===== src/design/agtl_defines.vh =====
// opcode fields, register offsets and layout constants for the transfer and logic unit
`ifndef AGTL_DEFINES_VH
`define AGTL_DEFINES_VH

// instruction word
`define AGTL_INSTR_W        10
`define AGTL_OP4_IDX_COPY   4'h8
`define AGTL_OP4_OUT_CMP    4'h2
`define AGTL_OP4_OUT_OFS    4'h3
`define AGTL_OP4_XOR        4'h5
`define AGTL_OP4_AND        4'h6
`define AGTL_OP4_OR         4'h7
`define AGTL_OP6_TO_DPORT   6'h04
`define AGTL_OP6_OUT_SAME   6'h05
`define AGTL_OP6_LSL        6'h06
`define AGTL_OP6_ASR        6'h07
`define AGTL_OFS_DATAPORT   2'h3

// logic unit operation select
`define AGTL_LU_AND         3'h0
`define AGTL_LU_OR          3'h1
`define AGTL_LU_XOR         3'h2
`define AGTL_LU_LSL         3'h3
`define AGTL_LU_ASR         3'h4

// register port offsets
`define AGTL_RA_W           5
`define AGTL_RA_CTRL        5'h00
`define AGTL_RA_STATUS      5'h01
`define AGTL_RA_LAST_ADDR   5'h02
`define AGTL_RA_INDEX_BASE  5'h04
`define AGTL_RA_CMP_BASE    5'h08
`define AGTL_RA_OFS_BASE    5'h10

// control register fields and reset value
`define AGTL_CTRL_BANK_BIT  0
`define AGTL_CTRL_POST_BIT  1
`define AGTL_CTRL_RESET     2'h0

`endif


===== src/design/agtl_addr_regs.v =====
// address register file with one write port and a registered read port
`timescale 1ns/1ns
module agtl_addr_regs
#(
   parameter W  = 16,
   parameter AW = 4
)
(
   // clock and reset
   input  wire          ref_clk,
   input  wire          reset_n,
   // write port
   input  wire          wr_en,
   input  wire [AW-1:0] wr_idx,
   input  wire [W-1:0]  wr_data,
   // read port
   input  wire [AW-1:0] rd_idx,
   output reg  [W-1:0]  rd_data_q
);

   localparam DEPTH = 1 << AW;

   reg [W-1:0] mem_q [0:DEPTH-1];

   genvar g;
   generate
      for (g = 0; g < DEPTH; g = g + 1)
      begin : g_entry
         always @(posedge ref_clk or negedge reset_n)
         begin
            if (!reset_n)
               mem_q[g] <= {W{1'b0}};
            else if (wr_en && (wr_idx == g))
               mem_q[g] <= wr_data;
         end
      end
   endgenerate

   // old contents are returned on a same-edge write; the caller forwards
   always @(posedge ref_clk or negedge reset_n)
   begin
      if (!reset_n)
         rd_data_q <= {W{1'b0}};
      else
         rd_data_q <= mem_q[rd_idx];
   end

endmodule


===== src/design/agtl_core.v =====
// address generator transfer and logic datapath with its register port
`timescale 1ns/1ns
`include "agtl_defines.vh"
module agtl_core
#(
   parameter W = 16
)
(
   // clock and reset
   input  wire                     ref_clk,
   input  wire                     reset_n,
   // instruction port from the sequencer
   input  wire                     instr_valid,
   input  wire [`AGTL_INSTR_W-1:0] instr,
   input  wire                     data_substitute_select,
   input  wire [W-1:0]             data_in,
   // address port
   output reg  [W-1:0]             addr_out_q,
   output reg                      addr_valid_q,
   // data port output
   output reg  [W-1:0]             data_out_q,
   output reg                      data_out_en_q,
   // status
   output reg                      compare_zero_flag_q,
   // register port
   input  wire [`AGTL_RA_W-1:0]    reg_addr,
   input  wire [W-1:0]             reg_wdata,
   input  wire                     reg_wr,
   input  wire                     reg_rd,
   output reg  [W-1:0]             reg_rdata_q
);

   // stage one: captured instruction, substitute and data port
   reg                      s1_valid_q;
   reg [`AGTL_INSTR_W-1:0]  s1_instr_q;
   reg                      s1_subst_q;
   reg [W-1:0]              s1_data_q;

   // small register banks
   reg [W-1:0]              index_q  [0:3];
   reg [W-1:0]              cmp_q    [0:3];
   reg [W-1:0]              offset_q [0:7];

   // control register
   reg [1:0]                ctrl_q;
   wire                     bank_sel;
   wire                     post_update;

   // forwarding of the last address register write
   reg                      fwd_valid_q;
   reg [3:0]                fwd_idx_q;
   reg [W-1:0]              fwd_data_q;

   // address register file
   wire [W-1:0]             rf_rdata;
   reg                      rf_we;
   reg [W-1:0]              rf_wdata;
   wire [3:0]               rf_widx;

   // decode
   wire [3:0]               op4;
   wire [5:0]               op6;
   wire [1:0]               fld2;
   wire                     is_idx_copy;
   wire                     is_to_dport;
   wire                     is_out_same;
   wire                     is_out_ofs;
   wire                     is_out_cmp;
   wire                     is_lsl;
   wire                     is_asr;
   wire                     is_and;
   wire                     is_or;
   wire                     is_xor;
   wire                     is_logic;
   wire                     is_update;

   // operands and results
   wire [W-1:0]             r_val;
   wire [W-1:0]             src_val;
   wire [W-1:0]             ofs_val;
   wire [2:0]               ofs_slot;
   reg  [2:0]               lu_op;
   wire [W-1:0]             lu_result;
   wire                     lu_zero;

   // execution outputs
   reg  [W-1:0]             y_d;
   reg                      y_en_d;
   reg                      ofs_we;
   reg                      cmp_we;

   reg  [W-1:0]             rd_mux;
   integer                  k;

   assign bank_sel    = ctrl_q[`AGTL_CTRL_BANK_BIT];
   assign post_update = ctrl_q[`AGTL_CTRL_POST_BIT];

   // capture the instruction together with the substitute input and data port
   always @(posedge ref_clk or negedge reset_n)
   begin
      if (!reset_n)
      begin
         s1_valid_q <= 1'b0;
         s1_instr_q <= {`AGTL_INSTR_W{1'b0}};
         s1_subst_q <= 1'b0;
         s1_data_q  <= {W{1'b0}};
      end
      else
      begin
         s1_valid_q <= instr_valid;
         s1_instr_q <= instr;
         s1_subst_q <= data_substitute_select;
         s1_data_q  <= data_in;
      end
   end

   // the file is read with the raw instruction index at the capture edge,
   // so its registered data line up with the captured word in stage one;
   // a write committed at that same edge is not seen and is forwarded below
   agtl_addr_regs
   #(
      .W  (W),
      .AW (4)
   )
   u_addr_regs
   (
      .ref_clk   (ref_clk),
      .reset_n   (reset_n),
      .wr_en     (rf_we),
      .wr_idx    (rf_widx),
      .wr_data   (rf_wdata),
      .rd_idx    (instr[3:0]),
      .rd_data_q (rf_rdata)
   );

   // decode of the captured word
   assign op4  = s1_instr_q[9:6];
   assign op6  = s1_instr_q[9:4];
   assign fld2 = s1_instr_q[5:4];

   // opcodes not listed here fall through every branch and do nothing
   assign is_idx_copy = s1_valid_q && (op4 == `AGTL_OP4_IDX_COPY);
   assign is_out_cmp  = s1_valid_q && (op4 == `AGTL_OP4_OUT_CMP);
   assign is_out_ofs  = s1_valid_q && (op4 == `AGTL_OP4_OUT_OFS);
   assign is_xor  = s1_valid_q && (op4 == `AGTL_OP4_XOR);
   assign is_and  = s1_valid_q && (op4 == `AGTL_OP4_AND);
   assign is_or   = s1_valid_q && (op4 == `AGTL_OP4_OR);
   assign is_to_dport = s1_valid_q && (op6 == `AGTL_OP6_TO_DPORT);
   assign is_out_same = s1_valid_q && (op6 == `AGTL_OP6_OUT_SAME);
   assign is_lsl  = s1_valid_q && (op6 == `AGTL_OP6_LSL);
   assign is_asr  = s1_valid_q && (op6 == `AGTL_OP6_ASR);

   assign is_logic  = is_and | is_or | is_xor;
   assign is_update = is_logic | is_lsl | is_asr;

   // address register value, forwarded when the previous instruction wrote it
   assign r_val = (fwd_valid_q && (fwd_idx_q == s1_instr_q[3:0])) ? fwd_data_q : rf_rdata;

   // substitute selects the data port in place of the address register
   assign src_val = s1_subst_q ? s1_data_q : r_val;

   // offset index 3 is the data port in either bank
   assign ofs_slot = {bank_sel, fld2};
   assign ofs_val  = (fld2 == `AGTL_OFS_DATAPORT) ? s1_data_q
                                                  : offset_q[ofs_slot];

   always @*
   begin
      lu_op = `AGTL_LU_AND;
      if (is_or)
         lu_op = `AGTL_LU_OR;
      else if (is_xor)
         lu_op = `AGTL_LU_XOR;
      else if (is_lsl)
         lu_op = `AGTL_LU_LSL;
      else if (is_asr)
         lu_op = `AGTL_LU_ASR;
   end

   agtl_logic_unit
   #(
      .W (W)
   )
   u_logic_unit
   (
      .op_sel      (lu_op),
      .opnd_a      (src_val),
      .opnd_b      (ofs_val),
      .result      (lu_result),
      .result_zero (lu_zero)
   );

   assign rf_widx = s1_instr_q[3:0];

   // execution: address port value and register writes
   always @*
   begin
      y_d      = {W{1'b0}};
      y_en_d   = 1'b0;
      rf_we    = 1'b0;
      rf_wdata = {W{1'b0}};
      ofs_we   = 1'b0;
      cmp_we   = 1'b0;
      if (is_idx_copy)
      begin
         rf_we    = 1'b1;
         rf_wdata = index_q[fld2];
      end
      else if (is_out_ofs)
      begin
         y_d    = src_val;
         y_en_d = 1'b1;
         ofs_we = 1'b1;
      end
      else if (is_out_cmp)
      begin
         y_d    = src_val;
         y_en_d = 1'b1;
         cmp_we = 1'b1;
      end
      else if (is_out_same)
      begin
         // without substitute the register keeps its value, so no write
         y_d      = src_val;
         y_en_d   = 1'b1;
         rf_we    = s1_subst_q;
         rf_wdata = s1_data_q;
      end
      else if (is_update)
      begin
         // the pre-update value is the operand, which is the data port
         // value when substitute is set; the result always goes back to r
         y_d      = post_update ? lu_result : src_val;
         y_en_d   = 1'b1;
         rf_we    = 1'b1;
         rf_wdata = lu_result;
      end
   end

   // output registers and flag
   always @(posedge ref_clk or negedge reset_n)
   begin
      if (!reset_n)
      begin
         addr_out_q          <= {W{1'b0}};
         addr_valid_q        <= 1'b0;
         data_out_q          <= {W{1'b0}};
         data_out_en_q       <= 1'b0;
         compare_zero_flag_q <= 1'b0;
      end
      else
      begin
         addr_valid_q  <= y_en_d;
         data_out_en_q <= is_to_dport;
         if (y_en_d)
            addr_out_q <= y_d;
         // substitute has no effect here: the register value is driven
         if (is_to_dport)
            data_out_q <= r_val;
         if (is_logic)
            compare_zero_flag_q <= lu_zero;
      end
   end

   // forwarding record of the write committed at this edge; it lives one
   // cycle only, which covers the one instruction whose file read raced
   // the write, later instructions read the file itself
   always @(posedge ref_clk or negedge reset_n)
   begin
      if (!reset_n)
      begin
         fwd_valid_q <= 1'b0;
         fwd_idx_q   <= 4'h0;
         fwd_data_q  <= {W{1'b0}};
      end
      else
      begin
         fwd_valid_q <= rf_we;
         fwd_idx_q   <= rf_widx;
         fwd_data_q  <= rf_wdata;
      end
   end

   // offset and compare banks; index registers are loaded from the register port
   always @(posedge ref_clk or negedge reset_n)
   begin
      if (!reset_n)
      begin
         for (k = 0; k < 8; k = k + 1)
            offset_q[k] <= {W{1'b0}};
         for (k = 0; k < 4; k = k + 1)
         begin
            cmp_q[k]   <= {W{1'b0}};
            index_q[k] <= {W{1'b0}};
         end
         ctrl_q <= `AGTL_CTRL_RESET;
      end
      else
      begin
         // index 3 names the data port, so there is nothing to store
         if (ofs_we && (fld2 != `AGTL_OFS_DATAPORT))
            offset_q[ofs_slot] <= src_val;
         if (cmp_we)
            cmp_q[fld2] <= src_val;
         if (reg_wr && (reg_addr == `AGTL_RA_CTRL))
            ctrl_q <= reg_wdata[1:0];
         if (reg_wr && (reg_addr[4:2] == `AGTL_RA_INDEX_BASE >> 2))
            index_q[reg_addr[1:0]] <= reg_wdata;
      end
   end

   // register port read mux; unmapped offsets read zero, and so do the
   // two offset slots that stand for the data port
   always @*
   begin
      rd_mux = {W{1'b0}};
      if (reg_addr == `AGTL_RA_CTRL)
         rd_mux = {{(W-2){1'b0}}, ctrl_q};
      else if (reg_addr == `AGTL_RA_STATUS)
         rd_mux = {{(W-1){1'b0}}, compare_zero_flag_q};
      else if (reg_addr == `AGTL_RA_LAST_ADDR)
         rd_mux = addr_out_q;
      else if (reg_addr[4:2] == (`AGTL_RA_INDEX_BASE >> 2))
         rd_mux = index_q[reg_addr[1:0]];
      else if (reg_addr[4:2] == (`AGTL_RA_CMP_BASE >> 2))
         rd_mux = cmp_q[reg_addr[1:0]];
      else if ((reg_addr[4:3] == (`AGTL_RA_OFS_BASE >> 3)) && (reg_addr[1:0] != 2'h3))
         rd_mux = offset_q[reg_addr[2:0]];
   end

   // read data stand for one cycle only and are zero otherwise
   always @(posedge ref_clk or negedge reset_n)
   begin
      if (!reset_n)
         reg_rdata_q <= {W{1'b0}};
      else if (reg_rd)
         reg_rdata_q <= rd_mux;
      else
         reg_rdata_q <= {W{1'b0}};
   end

endmodule


===== src/design/agtl_logic_unit.v =====
// combinational and/or/xor and single-bit shift unit with zero detect
`timescale 1ns/1ns
`include "agtl_defines.vh"
module agtl_logic_unit
#(
   parameter W = 16
)
(
   // operation
   input  wire [2:0]   op_sel,
   input  wire [W-1:0] opnd_a,
   input  wire [W-1:0] opnd_b,
   // result
   output reg  [W-1:0] result,
   output wire         result_zero
);

   always @*
   begin
      case (op_sel)
         `AGTL_LU_AND: result = opnd_a & opnd_b;
         `AGTL_LU_OR:  result = opnd_a | opnd_b;
         `AGTL_LU_XOR: result = opnd_a ^ opnd_b;
         `AGTL_LU_LSL: result = {opnd_a[W-2:0], 1'b0};
         `AGTL_LU_ASR: result = {opnd_a[W-1], opnd_a[W-1:1]};
         default:      result = opnd_a;
      endcase
   end

   assign result_zero = (result == {W{1'b0}});

endmodule


===== config.mk =====
export PLATFORM = sky130hd
export DESIGN_NAME = agtl_core
export DESIGN_NICKNAME = d
export VERILOG_FILES = /design/src/design/agtl_addr_regs.v /design/src/design/agtl_core.v /design/src/design/agtl_logic_unit.v
export VERILOG_INCLUDE_DIRS = /design/src /design/src/design
export SDC_FILE = /design/constraint.sdc
export NUM_CORES = 1
export LEC_CHECK = 0
export BUFFER_PORTS_ARGS = -buffer_cell sky130_fd_sc_hd__buf_4
export CAP_MARGIN = 20
export CORE_MARGIN = 2
export CORE_UTILIZATION = 62
export DETAILED_ROUTE_END_ITERATION = 7
export PLACE_DENSITY = 0.85
export SLEW_MARGIN = 20
export SYNTH_ARGS = -nofsm -noshare
export SYNTH_HDL_FRONTEND = slang
export SYNTH_SLANG_ARGS = --single-unit

===== constraint.sdc =====
create_clock -name ref_clk -period 4.2 [get_ports ref_clk]
set_input_delay 0 -clock ref_clk [delete_from_list [all_inputs] [get_ports ref_clk]]
set_output_delay 0 -clock ref_clk [all_outputs]
set_load 0.03 [all_outputs]

Word level (Yosys, flattened, before mapping)
Cells that the tools add are included.
{ "op_classes": {"mux": 67, "n_eq_ne": 38, "n_reduce_logical": 38, "n_bitwise": 12, "order_cmp": 8} }
{ "ops": {"columns": ["op", "count"], "rows": [
  ["16-bit 2-to-1 mux", 36],
  ["128-bit bitwise mux", 1],
  ["64-bit bitwise mux", 2],
  ["16-bit binary-select mux with 2-bit select", 3],
  ["16-bit binary-select mux with 3-bit select", 2],
  ["16-bit case mux with 5 select lines", 1],
  ["16-bit binary-select mux with 4-bit select", 1],
  ["16-bit demux with 2-bit select", 2],
  ["16-bit demux with 3-bit select", 1],
  ["4-bit == test, second input constant", 9],
  ["1-bit logical AND", 34],
  ["4-bit by 3-bit == test with 1-bit output, second input constant", 7],
  ["6-bit by 3-bit == test with 1-bit output, second input constant", 4],
  ["16-bit AND", 1],
  ["4-bit by 2-bit == test with 1-bit output, second input constant", 4],
  ["16-bit zero test", 1],
  ["16-bit OR", 1],
  ["16-bit XOR", 1],
  ["1-bit 2-to-1 mux", 14],
  ["3-bit 2-to-1 mux", 4],
  ["3-bit by 2-bit == test with 1-bit output, second input constant", 3],
  ["4-bit greater-or-equal comparator, second input constant", 2],
  ["3-bit inverter with 4-bit output", 2],
  ["3-bit by 1-bit == test with 1-bit output, second input constant", 2],
  ["17 further kinds", 25]
]} }
{ "totals": {"inputBits": 53, "output_inout_bits": 51, "register_bits": 630} }

Depth between registers and ports, before layout
{ "depth": {"word_depth": 14, "ltp_mapped": 17, "depth_no_buf": 14} }

Cells and area by module
Synthesis repeated with hierarchy kept, for this count alone.
{ "unflattened": {"hier_cells": 2206, "hier_area_um2": 29099.2} }
{ "modules_own_cells": {"columns": ["mod", "n_inst", "seq_area_each_um2", "area_each_um2", "cells_each"], "rows": [
  ["agtl_core", 1, 8157.8, 15840.2, 1285],
  ["agtl_addr_regs", 1, 6806.5, 11852.6, 727],
  ["agtl_logic_unit", 1, 0.0, 1406.3, 194]
]} }

Least setup slack after synthesis
OpenSTA, ideal clock, no wires.
{ "synth_timing": {"path_kind": "register to register", "from": "reg s1_instr_q[5]", "to": "reg u_addr_regs.mem_q[106] in the netlist's numbering", "n_path_buf": 4, "synth_period_minus_slack_ns": 3.519, "slack_ns": 0.681, "setup_ns": 0.125, "arrival_time_ns": 3.394, "stages_incl_launch_ff": 18, "cell_sequence": "dfrtp_1 -> buf_1 -> buf_1 -> clkbuf_1 -> mux2i_1 -> nor2_1 -> a21oi_1 -> o21ai_0 -> a22o_1 -> inv_1 -> ha_1 -> nor2_1 -> a21oi_1 -> a22o_1 -> a221oi_2 -> o21ai_2 -> buf_2 -> mux2_2"} }
{ "synth_via": {"elab_chain_len": 13, "elab_cells_between_ends": 42, "classes_between": "eq/ne: 8; mux: 22; bitwise: 7; reduce/logical: 5"} }
{ "synth_lines": {"columns": ["item", "line_no", "rtl"], "rows": [
  ["start: declaration", "agtl_core.v:35", "reg [`AGTL_INSTR_W-1:0] s1_instr_q;"],
  ["start signal: assignment", "agtl_core.v:104", "s1_instr_q <= {`AGTL_INSTR_W{1'b0}};"],
  ["start signal: assignment", "agtl_core.v:111", "s1_instr_q <= instr;"],
  ["6-bit by 3-bit == test with 1-bit output (no source line)", null, null],
  ["1-bit logical AND", "agtl_core.v:151", "assign is_asr = s1_valid_q && (op6 == `AGTL_OP6_ASR);"],
  ["3-bit 2-to-1 mux", "agtl_core.v:176", "else if (is_asr)"],
  ["3-bit 2-to-1 mux", "agtl_core.v:174", "else if (is_lsl)"],
  ["3-bit 2-to-1 mux", "agtl_core.v:172", "else if (is_xor)"],
  ["3-bit 2-to-1 mux", "agtl_core.v:170", "if (is_or)"],
  ["3-bit == test, or another cell as far along", "agtl_logic_unit.v:20", "case (op_sel)"],
  ["16-bit case mux with 5 select lines", "agtl_logic_unit.v:20", null],
  ["16-bit 2-to-1 mux", "agtl_core.v:229", "else if (is_update)"],
  ["16-bit 2-to-1 mux", "agtl_core.v:221", "else if (is_out_same)"],
  ["16-bit 2-to-1 mux", "agtl_core.v:215", "else if (is_out_cmp)"],
  ["16-bit 2-to-1 mux", "agtl_core.v:209", "else if (is_out_ofs)"],
  ["16-bit 2-to-1 mux *", "agtl_core.v:204", "if (is_idx_copy)"],
  ["named net rf_wdata[10]", "agtl_core.v:57", "reg [W-1:0] rf_wdata;"],
  ["end signal: indexed assignment", "agtl_addr_regs.v:32", "mem_q[g] <= {W{1'b0}};"],
  ["end signal: indexed assignment", "agtl_addr_regs.v:34", "mem_q[g] <= wr_data;"],
  ["end: declaration", "agtl_addr_regs.v:23", "reg [W-1:0] mem_q [0:DEPTH-1];"]
]} }
Mark *: on every way through the listed nets, which the timed path passes. The rest lies on a longest branch. The select of a mux whose other input is x is not followed.
A chain may end at the register's enable or synchronous reset.

Worst setup path after layout
{ "layout_timing": {"from": "reg s1_instr_q[0]", "to": "reg u_addr_regs.mem_q[169] in the netlist's numbering"} }
{ "layout_via": {"elab_chain_len": 11, "elab_cells_between_ends": 15, "classes_between": "eq/ne: 2; mux: 8; bitwise: 3; reduce/logical: 2"} }
{ "layout_lines": {"columns": ["item", "line_no", "rtl"], "rows": [
  ["4-bit == test *", "agtl_core.v:157", "assign r_val = (fwd_valid_q && (fwd_idx_q == s1_instr_q[3:0])) ? fwd_data_q : rf_rdata;"],
  ["1-bit logical AND *", "agtl_core.v:157", null],
  ["16-bit 2-to-1 mux *", "agtl_core.v:157", null],
  ["16-bit 2-to-1 mux *", "agtl_core.v:160", "assign src_val = s1_subst_q ? s1_data_q : r_val;"],
  ["named net src_val[9]", "agtl_core.v:79", "wire [W-1:0] src_val;"],
  ["16-bit XOR, or another cell as far along", "agtl_logic_unit.v:23", "`AGTL_LU_XOR: result = opnd_a ^ opnd_b;"],
  ["16-bit case mux with 5 select lines *", "agtl_logic_unit.v:20", null],
  ["16-bit 2-to-1 mux *", "agtl_core.v:229", null],
  ["16-bit 2-to-1 mux *", "agtl_core.v:221", null],
  ["16-bit 2-to-1 mux *", "agtl_core.v:215", null],
  ["16-bit 2-to-1 mux *", "agtl_core.v:209", null],
  ["16-bit 2-to-1 mux *", "agtl_core.v:204", null]
]} }
Mark *: on every way through the listed nets, which the timed path passes. The rest lies on a longest branch.

==> qor.yml <==
status:
  status: "complete, but fails checks"
  failed_checks: "negative hold slack"
placed_design:
  place_area_um2: 29860
  dp.cells: 2833
  dp_hpwl_um: 50330
  io_buffers: 103
  gp_congestion: 0.9424
cts:
  clock_sinks: 598
  clkTransAtPathRegs_ns: 0.06
  clock_path_buffers: 3
  clockRootBuffer: "clkbuf_16"
  cts_inserted_buffers: 57
  h-tree-depth: 2
  cts_tree: "built"
  clkLatencyLatePin_ns: 0.64
  post_cts_buffers: 0
drt:
  routed_wl_um: 80260
  vias: 20130
  detail_route.first_pass.iterations: 6
  drt-initial-drc-count: 2569
  vias_per_cell: 6.722
  route.detailed.drc: 0
  postRouteAntennaNets: 0
  wl_per_cell_um: 26.81
yosys:
  yosysWarningCount: 0
  ys_ff_latch: 598
  synth_top_cell_by_area: "dfrtp_1"
  synth_ff_type: "dfrtp_1"
  ys_seq_area_share_pct: 52.32
  synth_area_um2: 28600
  avgSynthCellArea_um2: 12.73
  yosys-top-cells-count: "598 x dfrtp_1, 376 x mux2_2, 231 x nand2_1, 202 x o21ai_0, 119 x mux4_2"
  synth.area.top_cells: "dfrtp_1 52%, mux2_2 15%, mux4_2 9.4%"
  synthArstFlopShare_pct: 100.0
  netlist_instances: 2246
  ys_types: 63
  synth.net_count: 2331
  synth_edf_count: 0
  synth_most_common_cell: "dfrtp_1"
  netlist.area_leader.share_pct: 52.32
sta:
  rsz0062_at_grt: "no"
  setup_viol: 0
  drv_slew: 0
  layout_min_cycle_time_ns: 3.652
  fin_crit_sh_pct: 86.95
  fin_worst_hold_slack_ns: -0.001432
  worst_pin_slew_ns: 1.044
  finalSetupTns_ns: 0
  max_freq_mhz: 273.8
  hold_viol_final: 1
  slew_headroom_pct: 30.21
  fin_worst_skew_ns: 0.02217
finish:
  finish.utilization_pct: 71.07
  syn2layout_area_growth_pct: 13.01
  stdcell_count: 2994
  drive_above_1_share_pct: 34.34
  final_nets: 2433
  antennaDiodeCount: 0
  final_design_area_no_fill_um2: 32320
power_and_ir_drop:
  p_leak_nw: 15.09
  ir_drop_uv: 376.4
  power_density_nw_per_um2: 419.6
setup_path:
  reg2regPathDepth: 12
  critPathTopFamily: "compound AO/OA/AOI/OAI gates"
  crit_arrival_ns: 4.17
  critPathBufInv: 2
  critPathLaunchType: "register"
  worstPathCellList: "xnor2_1, and3_1, buf_4, nand3_1, nand2_1, o21bai_2, inv_1, ha_1, a22o_1, a221oi_2, o21ai_2, mux2_2"
  required_ns: 4.72
  slowest_delay_ns: 0.49
  slowest_stage: "dfrtp_1"
  path_max_fanout: 17
  cp.depth: 12
  end_kind: "register"
  critPathKind: "reg -> reg"
floorplan:
  start_util_pct: 62.89
  die_w_um: 218.8
  die_h_um: 218.8
  core_area_um2: 45480
  die-area_um2: 47860
  rows: 78
  ios: 104
flow_run:
  cap_violations: 0
global_routing:
  overflow: 0
  grt_max_degree: 140
  grt_antenna_before_repair: 2
  grt_pass1_wl_um: 123500
  grt.total_usage_pct: 34.38
  grt_pass1_vias: 20700
hold_path:
  holdPathStages: 2
  hp-class: "in -> reg"
==> repair_timing <==
action / in CTS / in global routing
hold buffers: 55 / 1
hold endpoints to repair: 231 / 1
gates resized for setup: 0 / 0
==> through the flow <==
step	total power, mW	setup slack, ns
floorplan	7.566	0.6808
global placement	8.192	0.7363
detailed placement	8.295	0.6750
CTS	13.53	0.6233
global route	13.98	0.2229
finish	13.56	0.5479
==> cells in the final DEF, fill, tap and decap left out, drive strengths merged, types with 3 or more instances in the layout <==
master	Yosys	final
bufinv	0	4
a21oi	60	60
nand4	4	4
a31oi	33	33
and3b	3	3
ha	32	32
a21o	5	5
nand3b	4	4
xnor2	4	4
or2	3	3
nand2	234	234
and3	5	5
nor2b	23	23
mux4	119	119
clkinv	3	12
o221ai	17	17
mux2i	52	52
dfrtp	598	598
o22ai	16	16
o21ai	234	234
o211ai	18	18
o21bai	4	4
nor2	58	58
nor3	10	10
a22oi	24	24
inv	36	39
mux2	376	376
clkbuf	87	88
a22o	32	32
and2	5	5
buf	84	158
nand3	25	25
nand2b	6	6
dlygate4sd3	0	56
a221oi	15	15
==> area by class of cell <==
class                           count  area [µm²]
Tap cell                          600       750.7
Multi-Input combinational cell   1438       12700
Sequential cell                   598       14970
Inverter                           39       168.9
Timing Repair Buffer              214        1842
Clock inverter                     17       221.5
Clock buffer                       88        1673
Fill cell                        2928       13160
==> cells by family (layout without fill, tap and decap cells) <==
family | after synthesis | in the layout | share of synthesized area, %
compound gates | 467 | 467 | 10.76
xor+xnor | 4 | 4 | 0.1225
fa+ha+maj | 32 | 32 | 1.400
buf+inv | 210 | 358 | 3.316
flops | 598 | 598 | 52.32
mux | 547 | 547 | 26.00
simple gates | 388 | 388 | 6.085
==> worst paths after layout <==
path	from	endpoint	slack (ns)
max in group asynchronous	reset_n	u_addr_regs.mem_q[72]	2.81
min in group asynchronous	reset_n	index_q[63]	0.05
setup reg to reg	s1_instr_q[0]	u_addr_regs.mem_q[169]	0.55
hold / removal	instr[0]	s1_instr_q[0]	-0.001
hold reg to reg	cmp_q[60]	cmp_q[60]	0.48
setup / recovery	s1_instr_q[0]	u_addr_regs.mem_q[169]	0.55
==> power breakdown <==
part | switching [mW] | total, mW | internal, mW
sequential | 0.322 | 6.46 | 6.14
clock | 2.26 | 5.26 | 2.99
combinational | 1.07 | 1.84 | 0.773
total | 3.65 | 13.6 | 9.91
==> flip-flops by register name, summed over array words and instances (netlist names) <==
register               cells
u_addr_regs.mem_q        256
offset_q                  96
cmp_q                     64
index_q                   64
addr_out_q                16
data_out_q                16
fwd_data_q                16
reg_rdata_q               16
s1_data_q                 16
u_addr_regs.rd_data_q     16
s1_instr_q                10
fwd_idx_q                  4
ctrl_q                     2
addr_valid_q               1
compare_zero_flag_q        1
data_out_en_q              1
fwd_valid_q                1
s1_subst_q                 1
s1_valid_q                 1
==> per-layer routing <==
layer | global-route usage [%] | part of all wire, %
met1 | 43.78 | 37
met2 | 54.12 | 47
met3 | 8.067 | 8.8
met4 | 20.65 | 7.0
met5 | 0 | 0.059
No activity file was read; power rests on OpenSTA's default activity.
